$ cat src/include/fspc_consts.svh
// Offsets, field positions, reset values and timing for the flash self-programming control block.
// Assumes a 100 MHz APB clock and a 32-bit APB data path.
//
// Overview of operation
// - The core is held stalled for the whole program or erase operation.
// - Writing one to control bit 15 launches the selected operation only if idle and the two prior writes put 55 then AA in the key register.
// - Hardware clears control bit 15 when the operation completes.
// - Status bit 15 resets to zero and hardware sets it on completion.
// - The control register selects erase size, memory type and the start.
// - Erase 1, 2 or 4 rows of 32 words; program one row; rows aligned.
// - Latched data commits only when programming runs; later latch writes override.
`ifndef FSPC_CONSTS_SVH
`define FSPC_CONSTS_SVH

// ************************************************************
// Register byte addresses
// ************************************************************
`define FSPC_OFS_CTRL      8'h00
`define FSPC_OFS_KEY       8'h04
`define FSPC_OFS_STATUS    8'h08
`define FSPC_OFS_MASK      8'h0C
`define FSPC_OFS_ROW       8'h10
`define FSPC_OFS_LIDX      8'h14
`define FSPC_OFS_LDATA     8'h18

// ************************************************************
// Fields, keys, reset values
// ************************************************************
`define FSPC_CTRL_TRIG     15
`define FSPC_CTRL_MEM      2
`define FSPC_FLAG_DONE     15
`define FSPC_KEY_FIRST     8'h55
`define FSPC_KEY_SECOND    8'hAA
`define FSPC_CTRL_RST      16'h0000
`define FSPC_ROW_WORDS     32

// ************************************************************
// Timing
// ************************************************************
`define FSPC_CLK_NS        10
`define FSPC_OP_TIME_NS    20000
`define FSPC_OP_CYCLES     ((`FSPC_OP_TIME_NS + `FSPC_CLK_NS - 1) / `FSPC_CLK_NS)

`endif

$ cat src/include/fspc_pkg.sv
// Types shared by the flash self-programming control block.
// Assumes the constants header is compiled alongside.
package fspc_pkg;

   // Sequencer states, Gray coded along idle, program, wait, done
   typedef enum logic [1:0] {
      FSPC_IDLE = 2'b00,
      FSPC_PROG = 2'b01,
      FSPC_WAIT = 2'b11,
      FSPC_DONE = 2'b10
   } fspc_state_type;

   // Operation select in control bits 1:0
   typedef enum logic [1:0] {
      FSPC_OP_PROG_ROW = 2'b00,
      FSPC_OP_ERASE1   = 2'b01,
      FSPC_OP_ERASE2   = 2'b10,
      FSPC_OP_ERASE4   = 2'b11
   } fspc_op_type;

   // Unlock progress
   typedef enum logic [1:0] {
      FSPC_KEY_NONE  = 2'b00,
      FSPC_KEY_HALF  = 2'b01,
      FSPC_KEY_ARMED = 2'b11
   } fspc_key_type;

endpackage
$ cat src/design/fspc_top.sv
// Flash self-programming sequencer with APB registers, holding latches and interrupt.
// Assumes a single 100 MHz clock, asynchronous active-low reset and an APB master.
//
// Local design decisions: the register addresses and register access over APB.
`timescale 1ns/1ps
`include "fspc_consts.svh"

module fspc_top
   import fspc_pkg::*;
#(
   parameter int unsigned OP_CYCLES = `FSPC_OP_CYCLES
) (
   input  wire logic        pclk,
   input  wire logic        presetn,
   input  wire logic        psel,
   input  wire logic        penable,
   input  wire logic        pwrite,
   input  wire logic [7:0]  paddr,
   input  wire logic [31:0] pwdata,
   output logic      [31:0] prdata_q,
   output logic             pready_q,
   output logic             pslverr_q,
   output logic             cpu_stall_q,
   output logic             irq_q,
   output logic             flash_wr_en_q,
   output logic      [15:0] flash_wr_addr_q,
   output logic      [23:0] flash_wr_data_q,
   output logic             flash_erase_q,
   output logic      [9:0]  flash_erase_row_q,
   output logic      [2:0]  flash_erase_rows_q,
   output logic             flash_mem_type_q
);

   // ************************************************************
   // Helpers
   // ************************************************************
   // Rows covered by an operation code
   function automatic logic [2:0] rows_of(input fspc_op_type op);
      case (op)
         FSPC_OP_ERASE2: rows_of = 3'h2;
         FSPC_OP_ERASE4: rows_of = 3'h4;
         default:        rows_of = 3'h1;
      endcase
   endfunction

   // ************************************************************
   // State
   // ************************************************************
   fspc_state_type state_q, state_d;
   fspc_key_type   key_q, key_d;
   logic [15:0]    ctrl_q;
   logic [15:0]    flag_q, mask_q;
   logic [9:0]     row_q;
   logic [4:0]     lidx_q, widx_q;
   logic [31:0]    cnt_q;
   logic [23:0]    latch_q [0:`FSPC_ROW_WORDS-1];

   // ************************************************************
   // APB decode
   // ************************************************************
   wire         setup      = psel & ~penable;
   wire         wr_fire    = psel & penable & pready_q & pwrite;
   wire         a_ctrl     = (paddr == `FSPC_OFS_CTRL);
   wire         a_key      = (paddr == `FSPC_OFS_KEY);
   wire         a_status   = (paddr == `FSPC_OFS_STATUS);
   wire         a_mask     = (paddr == `FSPC_OFS_MASK);
   wire         a_row      = (paddr == `FSPC_OFS_ROW);
   wire         a_lidx     = (paddr == `FSPC_OFS_LIDX);
   wire         a_ldata    = (paddr == `FSPC_OFS_LDATA);
   wire         mapped     = a_ctrl | a_key | a_status | a_mask | a_row | a_lidx | a_ldata;
   wire         idle       = (state_q == FSPC_IDLE);
   wire         go         = wr_fire & a_ctrl & pwdata[`FSPC_CTRL_TRIG] & idle
                             & (key_q == FSPC_KEY_ARMED);
   wire         ctrl_wr    = wr_fire & a_ctrl & idle;
   wire         ldata_wr   = wr_fire & a_ldata & idle;
   wire         done       = (state_q == FSPC_DONE);
   wire fspc_op_type cur_op = fspc_op_type'(ctrl_q[1:0]);
   wire [2:0]   nrows      = rows_of(cur_op);
   wire [9:0]   row_base   = row_q & ~(10'(nrows) - 10'h001);
   wire [15:0]  flag_clr   = (wr_fire & a_status) ? pwdata[15:0] : 16'h0000;
   wire [15:0]  flag_set   = done ? (16'h0001 << `FSPC_FLAG_DONE) : 16'h0000;
   wire [31:0]  rd_mux     = a_ctrl   ? {16'h0000, ctrl_q} :
                             a_status ? {16'h0000, flag_q} :
                             a_mask   ? {16'h0000, mask_q} :
                             a_row    ? {22'h00_0000, row_q} :
                             a_lidx   ? {27'h000_0000, lidx_q} : 32'h0000_0000;

   // Unlock key: any write other than the next key step disarms
   always_comb begin
      key_d = key_q;
      if (wr_fire) begin
         if (a_key && pwdata[7:0] == `FSPC_KEY_FIRST)
            key_d = FSPC_KEY_HALF;
         else if (a_key && pwdata[7:0] == `FSPC_KEY_SECOND && key_q == FSPC_KEY_HALF)
            key_d = FSPC_KEY_ARMED;
         else
            key_d = FSPC_KEY_NONE;
      end
   end

   // Sequencer next state
   always_comb begin
      state_d = state_q;
      case (state_q)
         FSPC_IDLE: if (go) begin
            state_d = (fspc_op_type'(pwdata[1:0]) == FSPC_OP_PROG_ROW) ? FSPC_PROG : FSPC_WAIT;
         end
         FSPC_PROG: if (widx_q == 5'(`FSPC_ROW_WORDS - 1)) begin
            state_d = FSPC_WAIT;
         end
         FSPC_WAIT: if (cnt_q == 32'h0000_0000) begin
            state_d = FSPC_DONE;
         end
         FSPC_DONE: state_d = FSPC_IDLE;
         default:   state_d = FSPC_IDLE;
      endcase
   end

   // ************************************************************
   // Registers
   // ************************************************************
   // APB answer: ready in the first access cycle
   always_ff @(posedge pclk or negedge presetn) begin
      if (!presetn) begin
         pready_q  <= 1'b0;
         pslverr_q <= 1'b0;
         prdata_q  <= 32'h0000_0000;
      end else begin
         pready_q  <= setup;
         pslverr_q <= setup & ~mapped;
         prdata_q  <= (setup & ~pwrite) ? rd_mux : 32'h0000_0000;
      end
   end

   // Control, trigger and software settings
   always_ff @(posedge pclk or negedge presetn) begin
      if (!presetn) begin
         ctrl_q <= `FSPC_CTRL_RST;
         mask_q <= 16'h0000;
         row_q  <= 10'h000;
         key_q  <= FSPC_KEY_NONE;
      end else begin
         key_q <= key_d;
         if (ctrl_wr)
            ctrl_q <= {go, pwdata[14:0]};
         else if (done)
            ctrl_q[`FSPC_CTRL_TRIG] <= 1'b0;
         if (wr_fire & a_mask)
            mask_q <= pwdata[15:0];
         if (wr_fire & a_row & idle)
            row_q <= pwdata[9:0];
      end
   end

   // Sticky flags, set beats clear, and interrupt level
   always_ff @(posedge pclk or negedge presetn) begin
      if (!presetn) begin
         flag_q <= 16'h0000;
         irq_q  <= 1'b0;
      end else begin
         flag_q <= (flag_q & ~flag_clr) | flag_set;
         irq_q  <= |(flag_q & mask_q);
      end
   end

   // Holding latches: last write to an index wins
   always_ff @(posedge pclk or negedge presetn) begin
      if (!presetn) begin
         lidx_q <= 5'h00;
      end else if (wr_fire & a_lidx & idle) begin
         lidx_q <= pwdata[4:0];
      end else if (ldata_wr) begin
         lidx_q <= lidx_q + 5'h01;
      end
   end

   // Latch array storage, no reset needed
   always_ff @(posedge pclk) begin
      if (ldata_wr)
         latch_q[lidx_q] <= pwdata[23:0];
   end

   // Sequencer, duration counter and flash array strobes
   always_ff @(posedge pclk or negedge presetn) begin
      if (!presetn) begin
         state_q            <= FSPC_IDLE;
         cnt_q              <= 32'h0000_0000;
         widx_q             <= 5'h00;
         cpu_stall_q        <= 1'b0;
         flash_wr_en_q      <= 1'b0;
         flash_wr_addr_q    <= 16'h0000;
         flash_wr_data_q    <= 24'h00_0000;
         flash_erase_q      <= 1'b0;
         flash_erase_row_q  <= 10'h000;
         flash_erase_rows_q <= 3'h0;
         flash_mem_type_q   <= 1'b0;
      end else begin
         state_q       <= state_d;
         cpu_stall_q   <= (state_d != FSPC_IDLE);
         flash_wr_en_q <= (state_q == FSPC_PROG);
         flash_erase_q <= 1'b0;
         if (state_q == FSPC_IDLE) begin
            widx_q <= 5'h00;
            cnt_q  <= 32'(OP_CYCLES - 1);
         end
         if (state_q == FSPC_PROG) begin
            flash_wr_addr_q <= {row_q[9:0], 5'h00, 1'b0} | {10'h000, widx_q, 1'b0};
            flash_wr_data_q <= latch_q[widx_q];
            widx_q          <= widx_q + 5'h01;
         end
         if (state_q == FSPC_WAIT && cnt_q != 32'h0000_0000)
            cnt_q <= cnt_q - 32'h0000_0001;
         if (state_q == FSPC_WAIT && state_d == FSPC_DONE && cur_op != FSPC_OP_PROG_ROW) begin
            flash_erase_q      <= 1'b1;
            flash_erase_row_q  <= row_base;
            flash_erase_rows_q <= nrows;
         end
         if (go)
            flash_mem_type_q <= pwdata[`FSPC_CTRL_MEM];
      end
   end
endmodule

$ cat config.mk
export PLATFORM = sky130hd
export DESIGN_NAME = fspc_top
export DESIGN_NICKNAME = d
export VERILOG_FILES = /design/src/include/fspc_pkg.sv /design/src/design/fspc_top.sv
export VERILOG_INCLUDE_DIRS = /design/src /design/src/include
export SDC_FILE = /design/constraint.sdc
export NUM_CORES = 1
export LEC_CHECK = 0
export BUFFER_PORTS_ARGS = -buffer_cell sky130_fd_sc_hd__buf_2
export CORE_MARGIN = 10
export CORE_UTILIZATION = 34
export CTS_CLUSTER_DIAMETER = 120
export DETAILED_ROUTE_END_ITERATION = 16
export SLEW_MARGIN = 10
export SYNTH_ARGS = -nofsm -noshare
export SYNTH_HDL_FRONTEND = slang
export SYNTH_SLANG_ARGS = --single-unit
$ cat constraint.sdc
create_clock -name pclk -period 7.6 [get_ports pclk]
set_input_delay 0.38 -clock pclk [delete_from_list [all_inputs] [get_ports pclk]]
set_output_delay 0.38 -clock pclk [all_outputs]
set_load 0.1 [all_outputs]
# == Word-level counts from Yosys, hierarchy flattened ==
# Memory sizes are Yosys's and may differ from the RTL's. A register that Yosys moved wholly into a read port is not among the register bits.
# Index checks and enable logic that the tools add are counted.
# op_classes
addsub,4
n_eq_ne,17
mux,27
n_bitwise,35
n_reduce_logical,19
# op_table
cell,n
16-bit 2-to-1 mux,6
32-bit 2-to-1 mux,2
16-bit AND,2
32-bit logical NOT,1
32-bit nonzero test,1
"32-bit by 1-bit subtractor with 32-bit output, second input constant",1
5-bit 2-to-1 mux,5
"8-bit by 5-bit equality test with 1-bit output, second input constant",3
1-bit AND,19
"8-bit by 4-bit equality test with 1-bit output, second input constant",2
16-bit NOT,1
16-bit bitwise OR,1
16-bit by 6-bit bitwise OR with 16-bit output,1
16-bit OR reduction,1
"2-bit equality test, second input constant",6
2-bit 2-to-1 mux,6
2-bit nonzero test,6
"5-bit by 1-bit adder with 5-bit output, second input constant",2
10-bit AND,1
10-bit 2-to-1 mux,1
10-bit NOT,1
"8-bit by 3-bit equality test with 1-bit output, second input constant",1
"8-bit by 7-bit equality test with 1-bit output, second input constant",1
"8-bit equality test, second input constant",1
other kinds (12),30
# totals
regBits,156
ram_bits,768
inputBits,45
mem_count,1
# mem_list
memory,depth,width,read_ports,rd_ports_with_merged_regs,write_ports,line_no,rtl
latch_q,32,24,1,1,1,fspc_top.sv:56,logic [23:0] latch_q [0:`FSPC_ROW_WORDS-1];

# == Longest topological paths before layout ==
# logic_depth
depth_word,13
mapped_depth,9
mapped_depth_nobuf,7

# == Worst setup path after synthesis ==
# No wires, ideal clock.
# synth_path
path_kind,register to register
startpoint,register pready_q
endpoint,"memory latch_q[29][0], enable pin"
setup_time_ns,0.405
arrival_ns,3.257
required_time_ns,7.195
path_slack_ns,3.938
path_stages_with_launch,6
period_less_slack_ns,3.662
cell_sequence,dfrtp_1 -> nand4_1 -> nor4_1 -> and2_1 -> nand2_1 -> nor2_1
# synth_between
elab_chain_len,6
# synth_rtl
element,line_no,rtl
start: declaration,fspc_top.sv:21,"output logic pready_q,"
start signal: assignment,fspc_top.sv:129,pready_q <= setup;
1-bit AND (2 in a row),fspc_top.sv:62,wire wr_fire = psel & penable & pready_q & pwrite;
1-bit AND (2 in a row),fspc_top.sv:75,wire ldata_wr = wr_fire & a_ldata & idle;
1-bit 2-to-1 mux,fspc_top.sv:179,if (ldata_wr)
1-bit 2-to-1 mux (not written as such),fspc_top.sv:180,latch_q[lidx_q] <= pwdata[23:0];
end: declaration,fspc_top.sv:56,
# Every way passes these cells.

# == Worst setup path after layout ==
# layout_path
startpoint,register state_q[1]
endpoint,"memory latch_q[9][20], enable pin"
# layout_between
elab_chain_len,4
# layout_rtl
element,line_no,rtl
start: declaration,fspc_top.sv:49,"fspc_state_type state_q, state_d;"
start signal: assignment,fspc_top.sv:198,state_q <= state_d;
2-bit logical NOT,fspc_top.sv:71,wire idle = (state_q == FSPC_IDLE);
1-bit AND,fspc_top.sv:75,
1-bit 2-to-1 mux,fspc_top.sv:179,
1-bit 2-to-1 mux (not written as such),fspc_top.sv:180,
# Every way passes these cells.

==> impl_metrics.tcl <==
set metrics [dict create \
    die-area_sq_um 122000 \
    power_w 0.0106 \
    overflow 0 \
    worstReg2RegStart "state_q[1]" \
    setup_viol 0 \
    seq_area_frac_synth_pct 74.4 \
    rows 120 \
    clock_latency_ns 0.67 \
    worstHoldPathType "in -> reg" \
    die_h_um 350 \
    first_iter_violations 2027 \
    hold_end "pslverr_q" \
    required_ns 7.87 \
    crit_path_max_fanout 25 \
    ff2ff_path_depth 6 \
    postRouteAntennaNets 0 \
    period_share_pct 50.1 \
    place_congestion 0.815 \
    drt-total-wl_mm 92.7 \
    ys_seq_elements 947 \
    async_reset_ff_share_pct 18.9 \
    end_kind "register" \
    worstPathArrival_ns 4.08 \
    syn_area_sq_um 37000 \
    placed_area_sq_um 39300 \
    cts.clk_slew.worst_paths_ns 0.06 \
    slew_viol_final 0 \
    die_x_um 350 \
    clock_tree.buffer_depth 3 \
    crit_path_top_delay_cell "nor2_4" \
    path_cells "or2_2 -> nor4_1 -> buf_4 -> and2_1 -> nand2_1 -> nor2_4" \
    slowest_delay_ns 1.08 \
    grtUsageTotal_pct 15.0 \
    fin_skew_ns 0.0434 \
    fin_nets 2191 \
    first_global_vias 20354 \
    startpoint_type "register" \
    yosys_most_used_dff "edfxtp_1" \
    rsz0062_at_grt "false" \
    critPathKind "reg -> reg" \
    io_pins 137 \
    hold_viol 0 \
    worst_pin_slew_ns 1.18 \
    finalInstanceArea_sq_um 42600 \
    start_util_pct 34.4 \
    cts_buffers 96 \
    synthCells 2002 \
    leakagePower_nw 14.5 \
    fin_setup_tns_ns 0 \
    via_per_inst 5.36 \
    wl_per_cell_um 25.6 \
    r2r_slack_ns 3.79 \
    via_count 19428 \
    nFillCells 9614 \
    netlist-cell-type-count 61 \
    synth_edf_count 768 \
    holdPathStages 3 \
    r2r_end "latch_q[9][20]" \
    drive_above_1_share_pct 26.2 \
    first_pass_iters 6 \
    drcViolationCount 0 \
    power_density_nw_per_um2 249 \
    period_needed_ns 3.81 \
    hold_path_startpoint "psel" \
    dp_hpwl_mm 53.1 \
    grt_max_degree 101 \
    clock_sink_count 947 \
    ys_warn_count 0 \
    cts-resized-gates 0 \
    core-area_sq_um 108000 \
    syn_to_final_growth_pct 15.1 \
    vdd_ir_drop_max_v 0.000168 \
    drv_cap 0 \
    grt_antenna_before_repair 8 \
    critPathTopFamily "simple AND/OR/NAND/NOR gates" \
    crit_buf_inv 1 \
    htree_levels 3 \
    io_buffers 111 \
    dp_slack_ns 3.81 \
    slew-limit-headroom_pct 21.5 \
    fmax_ghz 0.263 \
    setup_ws_ns 3.79 \
    status "completed" \
    cts_tree "built" \
    cts-root-buf "clkbuf_16" \
    syn_area_per_cell_sq_um 18.5 \
    grt_pass1_wl_mm 136 \
    hold_slack_ns 0.143 \
]
## state kept, by name (all words and copies together) (netlist names), 3 cells and up
| signal | flops |
|---|---|
| cnt_q | 32 |
| ctrl_q | 16 |
| flag_q | 16 |
| flash_erase_row_q | 10 |
| flash_erase_rows_q | 3 |
| flash_wr_addr_q | 15 |
| flash_wr_data_q | 24 |
| latch_q | 768 |
| lidx_q | 5 |
| mask_q | 16 |
| prdata_q | 16 |
| row_q | 10 |
| widx_q | 5 |
## worst max-delay path by stage
stage / start / to / slack (ns) / depth (start not counted)
2_1_floorplan: pready_q / latch_q[29][0] / 3.94 / 5
3_3_place_gp: state_q[1] / latch_q[10][21] / 3.91 / 6
3_5_place_dp: state_q[1] / latch_q[10][22] / 3.81 / 6
4_1_cts: state_q[1] / latch_q[10][20] / 3.81 / 6
5_1_grt: state_q[1] / latch_q[10][20] / 3.54 / 6
6_report: state_q[1] / latch_q[9][20] / 3.79 / 6
## report_power, final
| part | total [W] | switching, W | internal [W] |
|---|---|---|---|
| clock | 0.00482 | 0.00201 | 0.00281 |
| combinational | 0.000172 | 0.000155 | 0.0000165 |
| sequential | 0.00562 | 0.00000292 | 0.00561 |
| total | 0.0106 | 0.00217 | 0.00844 |
## metrics by stage
stage,util [%],instances
after global routing,39.6,3624
after global placement,36.6,3441
after CTS,39.6,3624
after floorplan,-,2018
after detailed placement,36.6,3441
final,39.6,3625
## cell usage in the layout (no fill, tap or decap), types with 19 or more instances in the layout
cell type | netlist | layout
edfxtp_1 | 768 | 768
mux4_2 | 190 | 190
dfrtp_1 | 179 | 176
nand2_1 | 157 | 157
buf_2 | 5 | 110
clkbuf_16 | 0 | 97
nor2_1 | 96 | 61
o21ai_0 | 57 | 57
a22o_1 | 52 | 52
nand3_1 | 44 | 44
mux2i_1 | 40 | 40
mux2_2 | 39 | 39
buf_4 | 17 | 27
nor2_4 | 0 | 25
a22oi_1 | 24 | 24
a21oi_1 | 22 | 22
a221oi_1 | 21 | 21
clkbuf_1 | 72 | 19
clkinv_2 | 0 | 19
## cells in the mapped netlist (3+ instances only)
| library cell | n | area share (%) |
|---|---|---|
| a221oi_1 | 21 | 0.50 |
| mux2_4 | 7 | 0.28 |
| o22ai_1 | 3 | 0.051 |
| dfrtp_1 | 179 | 12 |
| a21oi_1 | 22 | 0.30 |
| nor4_1 | 14 | 0.24 |
| o311ai_0 | 3 | 0.071 |
| inv_1 | 14 | 0.14 |
| nand2b_1 | 5 | 0.085 |
| buf_4 | 17 | 0.34 |
| o41ai_1 | 3 | 0.071 |
| or2_2 | 4 | 0.068 |
| nor2_1 | 96 | 0.97 |
| a31oi_1 | 4 | 0.068 |
| nand4b_1 | 4 | 0.095 |
| buf_1 | 22 | 0.22 |
| a22oi_1 | 24 | 0.49 |
| mux2i_1 | 40 | 1.1 |
| or4_1 | 7 | 0.14 |
| mux2_2 | 39 | 1.2 |
| nor2b_1 | 6 | 0.10 |
| o31ai_1 | 5 | 0.10 |
| o211ai_1 | 11 | 0.22 |
| ha_1 | 7 | 0.24 |
| and2_1 | 5 | 0.085 |
| nand2_1 | 157 | 1.6 |
| o21ai_0 | 57 | 0.77 |
| a21boi_0 | 18 | 0.37 |
| nand3_1 | 44 | 0.59 |
| nand4_1 | 10 | 0.17 |
| or3_1 | 6 | 0.10 |
| nor3_1 | 17 | 0.23 |
| edfxtp_1 | 768 | 62 |
| mux4_2 | 190 | 12 |
| and3_1 | 8 | 0.14 |
| a22o_1 | 52 | 1.2 |
| clkbuf_1 | 72 | 0.73 |
| buf_2 | 5 | 0.068 |
| or4_4 | 4 | 0.12 |
| nand3b_1 | 3 | 0.061 |
## metal layers
layer	share of wire, %	track usage, %	vias up
met5	0.061	0	-
met4	3.0	5.15	10
met3	7.8	3.93	161
met2	47	23.8	673
met1	42	19.7	10278
li1	-	-	8306
## final cells by class
cell class	instances	area, sq um	share of cell area, %
well taps	1403	1760	4.12
clock inverters	54	634	1.49
clock buffers	126	2640	6.19
flip-flops and latches	947	27600	64.6
multi-input cells	937	9160	21.5
inverters	15	56.3	0.132
diodes	1	2.50	0.00587
repair buffers	142	817	1.92
## cell families after synthesis
kind of cell               synth area share (%)
and+or+nand+nor                            5.10
adders and majority gates                 0.237
other                                    0.0101
AOI/OAI and AO/OA                          4.50
buffers and inverters                      1.63
DFF                                        74.4
muxes                                      14.1
## what timing repair did
action                    in CTS  in global routing
hold endpoints to repair     100                  0
setup buffers                  0                  0
hold buffers                   3                  0
## worst reg2reg max path: stages (launching register included)
cell and delay [ns]:
dfrtp_1 0.57, or2_2 0.58, nor4_1 0.34, buf_4 0.21, and2_1 0.18, nand2_1 0.44
nor2_4 1.08
(Power assumes the default switching activity.)
